==> src/sfil_pkg.sv <==
// sfil_pkg: constants for the serial flash image loader
// assumes a single 25 MHz system clock domain
package sfil_pkg;
	localparam logic [31:0] SFIL_CODE_BASE    = 32'hfff8_0000;
	localparam logic [31:0] SFIL_CODE_LAST    = 32'hfff8_1aff;
	localparam logic [31:0] SFIL_VEC_BASE     = 32'hfff8_1b00;
	localparam logic [31:0] SFIL_VEC_LAST     = 32'hfff8_1b4f;
	localparam logic [31:0] SFIL_STACK_BASE   = 32'hfff8_1c00;
	localparam logic [31:0] SFIL_STACK_LAST   = 32'hfff8_1fff;
	localparam logic [31:0] SFIL_SP_INIT      = 32'hfff8_2000;
	localparam logic [31:0] SFIL_FPSC_VALUE   = 32'h0004_0001;
	localparam logic [3:0]  SFIL_IMASK_ALL    = 4'hf;
	localparam int          SFIL_IMASK_POS    = 4;
	localparam int          SFIL_VEC_LAST_NUM = 18;
	localparam logic [23:0] SFIL_DESC_ADDR    = 24'h00_2000;
	localparam logic [23:0] SFIL_DESC_END_ADR = 24'h00_2004;
	localparam logic [23:0] SFIL_IMAGE_ADDR   = 24'h00_2000;
	localparam logic [2:0]  SFIL_DESC_BYTES   = 3'h7;
	localparam logic [31:0] SFIL_ENTRY_OFS    = 32'h0000_0008;
	localparam logic [31:0] SFIL_SP_OFS       = 32'h0000_000c;
	localparam logic [7:0]  SFIL_FAST_READ    = 8'h0b;
	localparam int          SFIL_LOADER_SIZE  = 8192;
	localparam logic [3:0]  SFIL_CLK_DIV      = 4'h1;
endpackage

==> src/sfil_spi_byte.sv <==
// sfil_spi_byte: one spi mode-0 byte exchange, msb first
// assumes select is held by the caller between bytes
`timescale 1ns/1ps
`default_nettype none
module sfil_spi_byte
	import sfil_pkg::*;
(
	input  wire logic       sys_clk,
	input  wire logic       rst,
	input  wire logic       start,
	input  wire logic [7:0] tx_byte,
	input  wire logic       miso,
	output logic            sck,
	output logic            mosi,
	output logic            busy,
	output logic            done,
	output logic [7:0]      rx_byte
);
	logic [7:0] sh_r, sh_nxt, rx_r, rx_nxt;
	logic [3:0] bit_r, bit_nxt, div_r, div_nxt;
	logic       sck_r, sck_nxt, busy_r, busy_nxt, done_r, done_nxt;

	always_comb
	begin
		sh_nxt   = sh_r;
		rx_nxt   = rx_r;
		bit_nxt  = bit_r;
		div_nxt  = div_r;
		sck_nxt  = sck_r;
		busy_nxt = busy_r;
		done_nxt = 1'b0;
		if (!busy_r)
		begin
			if (start)
			begin
				sh_nxt   = tx_byte;
				bit_nxt  = 4'h0;
				div_nxt  = 4'h0;
				busy_nxt = 1'b1;
			end
		end
		else if (div_r != SFIL_CLK_DIV)
			div_nxt = div_r + 4'h1;
		else
		begin
			div_nxt = 4'h0;
			if (!sck_r)
			begin
				sck_nxt = 1'b1;
				rx_nxt  = {rx_r[6:0], miso};
			end
			else
			begin
				sck_nxt = 1'b0;
				sh_nxt  = {sh_r[6:0], 1'b0};
				bit_nxt = bit_r + 4'h1;
				if (bit_r == 4'h7)
				begin
					busy_nxt = 1'b0;
					done_nxt = 1'b1;
				end
			end
		end
	end

	always_ff @(posedge sys_clk or posedge rst)
		if (rst)
		begin
			sh_r   <= 8'h00;
			rx_r   <= 8'h00;
			bit_r  <= 4'h0;
			div_r  <= 4'h0;
			sck_r  <= 1'b0;
			busy_r <= 1'b0;
			done_r <= 1'b0;
		end
		else
		begin
			sh_r   <= sh_nxt;
			rx_r   <= rx_nxt;
			bit_r  <= bit_nxt;
			div_r  <= div_nxt;
			sck_r  <= sck_nxt;
			busy_r <= busy_nxt;
			done_r <= done_nxt;
		end

	assign sck     = sck_r;
	assign mosi    = sh_r[7];
	assign busy    = busy_r;
	assign done    = done_r;
	assign rx_byte = rx_r;
endmodule // sfil_spi_byte
`default_nettype wire

==> src/sfil_loader.sv <==
// sfil_loader: boot loader sequencer, flash image to internal ram
// assumes a spi flash answering fast read and a ram write port with no stall
`timescale 1ns/1ps
`default_nettype none
// Contract
// - loader code occupies its fixed ram range
// - temporary vector table follows code region
// - loader stack sits below initial pointer
// - stack pointer set first; entry at base
// - float control set single precision, round-zero
// - vector base points at table, vectors 0-18
// - interrupt mask field set to all ones
// - read eight descriptor bytes at fixed address
// - first word start, second word end
// - copy image contiguously from flash to ram
// - write back cache after the copy
// - stack pointer from image bytes 12-15
// - finally jump to entry at bytes 8-11
// - fetch image with fast read opcode
// - loader image has fixed 8 KB size
module sfil_loader
	import sfil_pkg::*;
(
	input  wire logic        sys_clk,
	input  wire logic        rst,
	input  wire logic        flash_miso,
	output logic             flash_sck,
	output logic             flash_mosi,
	output logic             flash_sel_n,
	output logic             ram_we,
	output logic [31:0]      ram_addr,
	output logic [7:0]       ram_wdata,
	output logic             cache_wb_req,
	input  wire logic        cache_wb_done,
	output logic [31:0]      stack_pointer_register,
	output logic [31:0]      float_status_control,
	output logic [31:0]      vector_base_pointer,
	output logic [31:0]      processor_status_word,
	output logic [31:0]      jump_addr,
	output logic             jump,
	output logic             loader_busy,
	output logic             desc_error,
	output logic [31:0]      loader_region_last
);
	typedef enum {
		ST_SETUP, ST_CMD, ST_ADDR, ST_DUMMY, ST_DESC, ST_GAP,
		ST_DATA, ST_WB, ST_JUMP, ST_DONE
	} sfil_state_e;

	sfil_state_e state_r, state_nxt;
	logic [31:0] sp_r, sp_nxt, fpsc_r, fpsc_nxt, vbr_r, vbr_nxt, psw_r, psw_nxt;
	logic [31:0] start_r, start_nxt, end_r, end_nxt, ptr_r, ptr_nxt;
	logic [31:0] entry_r, entry_nxt, jaddr_r, jaddr_nxt;
	logic [23:0] faddr_r, faddr_nxt;
	logic [1:0]  acnt_r, acnt_nxt;
	logic [2:0]  dcnt_r, dcnt_nxt;
	logic        second_r, second_nxt, sel_n_r, sel_n_nxt;
	logic        we_r, we_nxt, wb_r, wb_nxt, jump_r, jump_nxt, err_r, err_nxt;
	logic [31:0] waddr_r, waddr_nxt;
	logic [7:0]  wdata_r, wdata_nxt;
	logic        sb_start, sb_busy, sb_done;
	logic [7:0]  sb_tx, sb_rx;

	// byte of a 3-byte flash address, msb first
	function automatic logic [7:0] addr_byte(input logic [23:0] a, input logic [1:0] i);
		unique case (i)
			2'h0: addr_byte = a[23:16];
			2'h1: addr_byte = a[15:8];
			default: addr_byte = a[7:0];
		endcase
	endfunction

	// shift a received byte into a big-endian word
	function automatic logic [31:0] push_be(input logic [31:0] w, input logic [7:0] b);
		push_be = {w[23:0], b};
	endfunction

	sfil_spi_byte u_byte (
		.sys_clk (sys_clk),
		.rst     (rst),
		.start   (sb_start),
		.tx_byte (sb_tx),
		.miso    (flash_miso),
		.sck     (flash_sck),
		.mosi    (flash_mosi),
		.busy    (sb_busy),
		.done    (sb_done),
		.rx_byte (sb_rx)
	);

	always_comb
	begin
		state_nxt  = state_r;
		sp_nxt     = sp_r;
		fpsc_nxt   = fpsc_r;
		vbr_nxt    = vbr_r;
		psw_nxt    = psw_r;
		start_nxt  = start_r;
		end_nxt    = end_r;
		ptr_nxt    = ptr_r;
		entry_nxt  = entry_r;
		jaddr_nxt  = jaddr_r;
		faddr_nxt  = faddr_r;
		acnt_nxt   = acnt_r;
		dcnt_nxt   = dcnt_r;
		second_nxt = second_r;
		sel_n_nxt  = sel_n_r;
		we_nxt     = 1'b0;
		waddr_nxt  = waddr_r;
		wdata_nxt  = wdata_r;
		wb_nxt     = wb_r;
		jump_nxt   = 1'b0;
		err_nxt    = err_r;
		sb_start   = 1'b0;
		sb_tx      = 8'h00;
		unique case (state_r)
			ST_SETUP:
			begin
				// stack, float, vectors and mask all set in one cycle
				sp_nxt    = SFIL_SP_INIT;
				fpsc_nxt  = SFIL_FPSC_VALUE;
				vbr_nxt   = SFIL_VEC_BASE;
				psw_nxt   = psw_r | ({28'h0, SFIL_IMASK_ALL} << SFIL_IMASK_POS);
				faddr_nxt = SFIL_DESC_ADDR;
				second_nxt = 1'b0;
				state_nxt = ST_CMD;
			end
			ST_CMD:
				if (!sb_busy)
				begin
					sel_n_nxt = 1'b0;
					sb_start  = 1'b1;
					sb_tx     = SFIL_FAST_READ;
					acnt_nxt  = 2'h0;
					state_nxt = ST_ADDR;
				end
			ST_ADDR:
				if (sb_done)
				begin
					sb_start = 1'b1;
					sb_tx    = addr_byte(faddr_r, acnt_r);
					acnt_nxt = acnt_r + 2'h1;
					if (acnt_r == 2'h2)
						state_nxt = ST_DUMMY;
				end
			ST_DUMMY:
				if (sb_done)
				begin
					sb_start  = 1'b1;
					state_nxt = ST_GAP;
				end
			ST_DESC:
				if (sb_done)
				begin
					if (dcnt_r[2])
						end_nxt = push_be(end_r, sb_rx);
					else
						start_nxt = push_be(start_r, sb_rx);
					dcnt_nxt = dcnt_r + 3'h1;
					if (dcnt_r == SFIL_DESC_BYTES)
					begin
						// image starts with the descriptor: reread from its base
						sel_n_nxt  = 1'b1;
						second_nxt = 1'b1;
						faddr_nxt  = SFIL_IMAGE_ADDR;
						state_nxt  = ST_CMD;
					end
					else
						sb_start = 1'b1;
				end
			ST_GAP:
				// done of the dummy byte carries no data
				if (sb_done)
				begin
					sb_start  = 1'b1;
					dcnt_nxt  = 3'h0;
					state_nxt = second_r ? ST_DATA : ST_DESC;
					if (second_r)
					begin
						ptr_nxt = start_r;
						err_nxt = (end_r < start_r);
					end
				end
			ST_DATA:
				if (sb_done)
				begin
					we_nxt    = 1'b1;
					waddr_nxt = ptr_r;
					wdata_nxt = sb_rx;
					if (ptr_r - start_r >= SFIL_ENTRY_OFS &&
						ptr_r - start_r < SFIL_SP_OFS)
						entry_nxt = push_be(entry_r, sb_rx);
					else if (ptr_r - start_r >= SFIL_SP_OFS &&
						ptr_r - start_r < SFIL_SP_OFS + 32'h4)
						jaddr_nxt = push_be(jaddr_r, sb_rx);
					ptr_nxt = ptr_r + 32'h1;
					if (ptr_r >= end_r || err_r)
					begin
						sel_n_nxt = 1'b1;
						state_nxt = ST_WB;
					end
					else
						sb_start = 1'b1;
				end
			ST_WB:
				// request only once the last byte has been written
				if (!wb_r)
					wb_nxt = 1'b1;
				else if (cache_wb_done)
				begin
					wb_nxt    = 1'b0;
					sp_nxt    = jaddr_r;
					state_nxt = ST_JUMP;
				end
			ST_JUMP:
			begin
				jaddr_nxt = entry_r;
				jump_nxt  = 1'b1;
				state_nxt = ST_DONE;
			end
			ST_DONE:
				state_nxt = ST_DONE;
		endcase
	end

	always_ff @(posedge sys_clk or posedge rst)
		if (rst)
		begin
			state_r  <= ST_SETUP;
			sp_r     <= 32'h0;
			fpsc_r   <= 32'h0;
			vbr_r    <= 32'h0;
			psw_r    <= 32'h0;
			start_r  <= 32'h0;
			end_r    <= 32'h0;
			ptr_r    <= 32'h0;
			entry_r  <= 32'h0;
			jaddr_r  <= 32'h0;
			faddr_r  <= 24'h0;
			acnt_r   <= 2'h0;
			dcnt_r   <= 3'h0;
			second_r <= 1'b0;
			sel_n_r  <= 1'b1;
			we_r     <= 1'b0;
			waddr_r  <= 32'h0;
			wdata_r  <= 8'h00;
			wb_r     <= 1'b0;
			jump_r   <= 1'b0;
			err_r    <= 1'b0;
		end
		else
		begin
			state_r  <= state_nxt;
			sp_r     <= sp_nxt;
			fpsc_r   <= fpsc_nxt;
			vbr_r    <= vbr_nxt;
			psw_r    <= psw_nxt;
			start_r  <= start_nxt;
			end_r    <= end_nxt;
			ptr_r    <= ptr_nxt;
			entry_r  <= entry_nxt;
			jaddr_r  <= jaddr_nxt;
			faddr_r  <= faddr_nxt;
			acnt_r   <= acnt_nxt;
			dcnt_r   <= dcnt_nxt;
			second_r <= second_nxt;
			sel_n_r  <= sel_n_nxt;
			we_r     <= we_nxt;
			waddr_r  <= waddr_nxt;
			wdata_r  <= wdata_nxt;
			wb_r     <= wb_nxt;
			jump_r   <= jump_nxt;
			err_r    <= err_nxt;
		end

	assign flash_sel_n            = sel_n_r;
	assign ram_we                 = we_r;
	assign ram_addr               = waddr_r;
	assign ram_wdata              = wdata_r;
	assign cache_wb_req           = wb_r;
	assign stack_pointer_register = sp_r;
	assign float_status_control   = fpsc_r;
	assign vector_base_pointer    = vbr_r;
	assign processor_status_word  = psw_r;
	assign jump_addr              = jaddr_r;
	assign jump                   = jump_r;
	assign loader_busy            = (state_r != ST_DONE);
	assign desc_error             = err_r;
	// reserved loader footprint: code, vectors, stack
	assign loader_region_last     = SFIL_STACK_LAST;
endmodule // sfil_loader
`default_nettype wire

==> config.mk <==
export PLATFORM = sky130hd
export DESIGN_NAME = sfil_loader
export DESIGN_NICKNAME = d
export VERILOG_FILES = /design/src/sfil_pkg.sv /design/src/sfil_spi_byte.sv /design/src/sfil_loader.sv
export SDC_FILE = /design/constraint.sdc
export NUM_CORES = 1
export LEC_CHECK = 0
export BUFFER_PORTS_ARGS = -buffer_cell sky130_fd_sc_hd__clkbuf_2
export CORE_MARGIN = 5
export CORE_UTILIZATION = 43
export CTS_BUF_LIST = sky130_fd_sc_hd__clkbuf_2 sky130_fd_sc_hd__clkbuf_4 sky130_fd_sc_hd__clkbuf_8
export CTS_CLUSTER_DIAMETER = 150
export DETAILED_ROUTE_END_ITERATION = 7
export HOLD_SLACK_MARGIN = 0.08
export MAX_ROUTING_LAYER = met4
export REMOVE_ABC_BUFFERS = 1
export SETUP_SLACK_MARGIN = 0.15
export SYNTH_ARGS = -nofsm -noshare
export SYNTH_HDL_FRONTEND = slang
export SYNTH_HIERARCHICAL = 1
export SYNTH_SLANG_ARGS = --single-unit
==> constraint.sdc <==
create_clock -name sys_clk -period 20.8 [get_ports sys_clk]
set_clock_uncertainty 0.1 [all_clocks]
set_input_delay 3.12 -clock sys_clk [delete_from_list [all_inputs] [get_ports sys_clk]]
set_output_delay 3.12 -clock sys_clk [all_outputs]
set_load 0.005 [all_outputs]
# ---- Word level (Yosys, flattened, before mapping)
# Index checks and enable logic that the tools add are counted.
# W data, S select, Z words.
dict set report classes {
  addsub 6
  order_cmp 6
  n_eq_ne 31
  muxes 74
  bitwise_logic 3
  reduce_logical 31
}
# operator count
set op_table {}
lappend op_table {{$mux W32} 19}
lappend op_table {{$pmux W32 S9} 1}
lappend op_table {{$pmux W32 S2} 3}
lappend op_table {{$eq A32 B3 Y1 const B} 4}
lappend op_table {{$eq A32 B2 Y1 const B} 2}
lappend op_table {{$eq A32 B4 Y1 const B} 2}
lappend op_table {{$ge A32 B4 Y1 const B} 2}
lappend op_table {{$mux W24} 2}
lappend op_table {{$pmux W24 S2} 1}
lappend op_table {{$mux W8} 5}
lappend op_table {{$add A32 B1 Y32 const B} 1}
lappend op_table {{$eq A32 B1 Y1 const B} 1}
lappend op_table {{$ge A32 B32 Y1} 1}
lappend op_table {{$logic_not A32 Y1} 1}
lappend op_table {{$lt A32 B32 Y1} 1}
lappend op_table {{$lt A32 B4 Y1 const B} 1}
lappend op_table {{$lt A32 B5 Y1 const B} 1}
lappend op_table {{$ne A32 B5 Y1 const B} 1}
lappend op_table {{$pmux W8 S2} 2}
lappend op_table {{$sub A32 B32 Y32} 1}
lappend op_table {{$reduce_and A3 Y1} 10}
lappend op_table {{$mux W1} 25}
lappend op_table {{$mux W4} 6}
lappend op_table {{$ne A2 B2 Y1 const B} 10}
lappend op_table {{28 further kinds} 48}
dict set report totals {
  register_bits 329
  inputBits 4
  output_inout_bits 240
  wordCells 179
}

# ---- Depth between registers and ports, before layout
dict set report depth {
  ltp_word 7
  mapped_depth 16
  ltp_nobuf 14
}

# ---- By module
# Netlist, hierarchy kept.
# module n_inst cells_each area_per_inst_um2 seq_area_each_um2
set by_module_without_submodules {}
lappend by_module_without_submodules {sfil_loader 1 1816 15658.8 6232.2}
lappend by_module_without_submodules {sfil_spi_byte 1 98 1268.7 675.6}

# ---- Least setup slack after synthesis
# Ideal clock, no wire load.
dict set report synth_path {
  path_type {reg-to-output}
  from {register state_r[3]}
  to {output loader_busy}
  arrival_ns 0.969
  required_time_ns 17.580
  slack_ns 16.611
  stages_incl_launch_ff 5
  n_path_buf 1
  cell_sequence {dfrtp_1 buf_1 inv_1 nor2_1 nand2_1}
}
dict set report synth_via {
  elab_chain_len 1
}
# element line_no
set synth_lines {}
lappend synth_lines {{from (decl)} sfil_loader.sv:50} ;# sfil_state_e state_r, state_nxt;
lappend synth_lines {{from (signal assigned)} sfil_loader.sv:253} ;# state_r <= state_nxt;
lappend synth_lines {{$ne A32 B5 Y1} sfil_loader.sv:287} ;# assign loader_busy = (state_r != ST_DONE);
lappend synth_lines {{to (decl)} sfil_loader.sv:41} ;# output logic loader_busy,
# No other way between the ends.

# ---- Worst setup path after layout
dict set report layout_path {
  from {register ptr_r[24]}
  to {register entry_r[22]}
}
dict set report layout_via {
  elab_chain_len 4
  elab_cells_between_ends 5
  classes_between {add/sub: 1; order compare: 2; reduce/logical: 2}
}
# element line_no
set layout_lines {}
lappend layout_lines {{from (decl)} sfil_loader.sv:52} ;# logic [31:0] start_r, start_nxt, end_r, end_nxt, ptr_r, ptr_nxt;
lappend layout_lines {{from (signal assigned)} sfil_loader.sv:260} ;# ptr_r <= ptr_nxt;
lappend layout_lines {{$sub A32 B32 Y32 *} {sfil_loader.sv:190, sfil_loader.sv:191}}
lappend layout_lines {{$ge A32 B4 Y1 / $lt A32 B4 Y1 (equally long branches)} {sfil_loader.sv:190, sfil_loader.sv:191}}
lappend layout_lines {{$logic_and A1 B1 Y1 *} sfil_loader.sv:190} ;# if (ptr_r - start_r >= SFIL_ENTRY_OFS &&
lappend layout_lines {{$reduce_and A3 Y1 (no line) *} -}
lappend layout_lines {{to (signal assigned)} sfil_loader.sv:261} ;# entry_r <= entry_nxt;
lappend layout_lines {{to (decl)} sfil_loader.sv:53} ;# logic [31:0] entry_r, entry_nxt, jaddr_r, jaddr_nxt;
# Mark *: on every way between the ends. The rest lies on a longest branch, timed or not.
# A chain may end at the register's enable or synchronous reset.

==> flow_metrics.tcl <==
set metrics [dict create \
    r2r-start "ptr_r[24]" \
    hold_viol 0 \
    cts_hold_buf 0 \
    ys_ff_latch 276 \
    die_h_microns 208.4 \
    dieWidth_microns 208.4 \
    fin_nets 2113 \
    status "finished, final reports clean" \
    ys_seq_area_share_pct 40.81 \
    worstHoldStart "faddr_r[13]" \
    layout_commonest_cell "nand2_1" \
    gp_congestion 0.9334 \
    drtPass1Iterations 6 \
    tns_ns 0 \
    setup_viol 0 \
    final_area_sq_um 18670 \
    antenna_found_initial 0 \
    slew_headroom_pct 18.72 \
    ios 244 \
    period_needed_ns 5.545 \
    met1_length_microns 22210 \
    post_drt_wl_per_cell_microns 19.06 \
    routed_wl_microns 48860 \
    yosysTopAreaCell "dfrtp_1" \
    antennaDiodeCount 0 \
    area_growth_syn_to_layout_pct 10.32 \
    max_cap_violations 0 \
    worstSetupPathType "flip-flop to flip-flop" \
    syn-cell-area_sq_um 16930 \
    via_per_inst 5.476 \
    tightest_slew_ns 1.218 \
    die_area_sq_um 43430 \
    synth_top_area_share_pct 40.65 \
    rows 72 \
    crit_fanout 33 \
    grt_pass1_vias 13559 \
    globalRouteOverflowTotal 0 \
    synth_edf_count 0 \
    first_iter_violations 1120 \
    postCtsSetupBuffers 0 \
    cts-htree-levels 2 \
    grt_use_total_pct 22.51 \
    drc 0 \
    synth_cells 1914 \
    synthFlopType "dfrtp_1" \
    vias 14035 \
    cts_sinks 276 \
    cts_buffer_depth 3 \
    period_share_pct 26.66 \
    crit_required_ns 21.20 \
    mostFrequentLayoutCells "285 x nand2_1, 275 x dfrtp_1, 175 x o21ai_0, 138 x clkbuf_2, 133 x a21oi_1" \
    vdd_drop_max_mv 0.03985 \
    end_kind "flip-flop" \
    numPortBuffers 138 \
    worstPathArrival_ns 5.95 \
    hp-class "flip-flop to flip-flop" \
    highest_layer "met4" \
    startpoint "ptr_r[24]" \
    dp_hpwl_microns 34550 \
    syn_avg_cell_area_sq_um 8.844 \
    cts_resized 0 \
    fmax_mhz 180.3 \
    drtAntennaViolNets 0 \
    drive_above_1_share_pct 16.38 \
    grt_start_max_net_pins 107 \
    grt_first_pass_wirelength_microns 77410 \
    synth.area.top_cells "dfrtp_1 41%, ha_1 7.5%, nand2_1 6.3%" \
    cellLeakagePower_nw 9.298 \
    placed_cell_area_sq_um 17520 \
    power_per_cell_area_nw_per_um2 60.98 \
    r2r_slack_ns 15.25 \
    ys.warnings.count 6 \
    core_region_area_sq_um 38830 \
    synth-async-reset-ratio_pct 100.0 \
    cts-buffers-inserted 50 \
    maxSlewViolCount 0 \
    startpoint_type "flip-flop" \
    wl_met3_microns 2985 \
    nFillCells 3798 \
    cts_tree "built" \
    clk_pin_slew_ns 0.06 \
    dr_wl_met2_microns 22050 \
    clk_latency_ns 0.64 \
    initial_utilization_pct 43.60 \
    rsz0062_at_grt "no" \
    synth.distinct_cells 77 \
    cts-root-buf "clkbuf_8" \
]
## cells in the mapped netlist (all sizes together), types with 13 or more instances
cell type	n
clkbuf	85
nor2b	16
ha	102
o21ai	177
mux2	65
buf	142
nor3	23
o31ai	41
dfrtp	275
and3	44
a21o	33
nand4	26
a31oi	43
a21oi	134
o211ai	13
inv	92
nor2	116
nand2	286
nand3	25
## through the flow
stage,power (mW),setup slack [ns],hold WS [ns],util [%],std cells
2_1_floorplan,0.5601,10.74,0.3205,-,1794
3_3_place_gp,0.5644,14.92,0.3568,45.12,2472
3_5_place_dp,0.5646,14.90,0.3432,45.12,2472
4_1_cts,1.158,15.35,0.3663,48.10,2563
5_1_grt,1.184,15.07,0.3860,48.10,2563
6_report,1.139,15.25,0.3639,48.10,2563
## where the power goes
part / switching (mW) / internal [mW]
logic: 0.0158 / 0.00117
registers: 0.000151 / 0.538
clock network: 0.242 / 0.342
total: 0.258 / 0.881
## final timing paths
check	endpoint	cells past startpoint
setup reg to reg	entry_r[22]	12
setup / recovery	entry_r[22]	12
hold reg to reg	faddr_r[13]	1
max in group asynchronous	stack_pointer_register[27]	4
hold / removal	faddr_r[13]	1
min in group asynchronous	ram_wdata[1]	2
## layout make-up
cell class	count	area (sq um)	area share, %
clock buffers	72	934.6	5.005
flip-flops and latches	276	6908	36.99
inverters	95	364.1	1.950
clock inverters	19	219.0	1.173
well taps	518	648.1	3.471
repair buffers	160	855.8	4.583
multi-input cells	1423	8745	46.83
## cells by family after synthesis
| logic type | after synthesis | share of synthesized area (%) |
|---|---|---|
| flip-flops | 276 | 40.81 |
| AO/OA/AOI/OAI | 537 | 19.43 |
| multiplexers | 66 | 5.048 |
| XOR/XNOR | 17 | 0.8796 |
| adder cells (fa/ha/maj) | 103 | 7.658 |
| buffers and inverters | 322 | 10.14 |
| other | 2 | 0.04437 |
| AND/OR/NAND/NOR | 591 | 16.00 |
## metal layers
metal | track usage [%] | vias up
met5 | - | -
met4 | 8.245 | 0
met3 | 3.479 | 100
met2 | 33.96 | 495
met1 | 30.93 | 6696
li1 | - | 6744
## state kept, by name, summed over array words and instances (netlist names), 2 cells and up
| signal | flops |
|---|---|
| ram_wdata | 8 |
| u_byte/bit_r | 4 |
| state_r | 4 |
| stack_pointer_register | 32 |
| jump_addr | 32 |
| u_byte/sh_r | 8 |
| start_r | 32 |
| ptr_r | 32 |
| dcnt_r | 3 |
| u_byte/div_r | 4 |
| end_r | 32 |
| u_byte/rx_byte | 8 |
| ram_addr | 32 |
| entry_r | 32 |
| acnt_r | 2 |
## worst max-delay path: stages (launching register included)
cell	delay, ns
dfrtp_1	0.47
ha_1	0.46
a21oi_1	0.44
o221ai_1	0.18
nor4_1	0.37
o211ai_1	0.15
a311o_1	0.30
or4b_1	0.52
nor4_2	0.39
nand4_1	0.15
buf_4	0.28
or4_2	1.11
mux2_4	0.47
(Power assumes the default switching activity.)
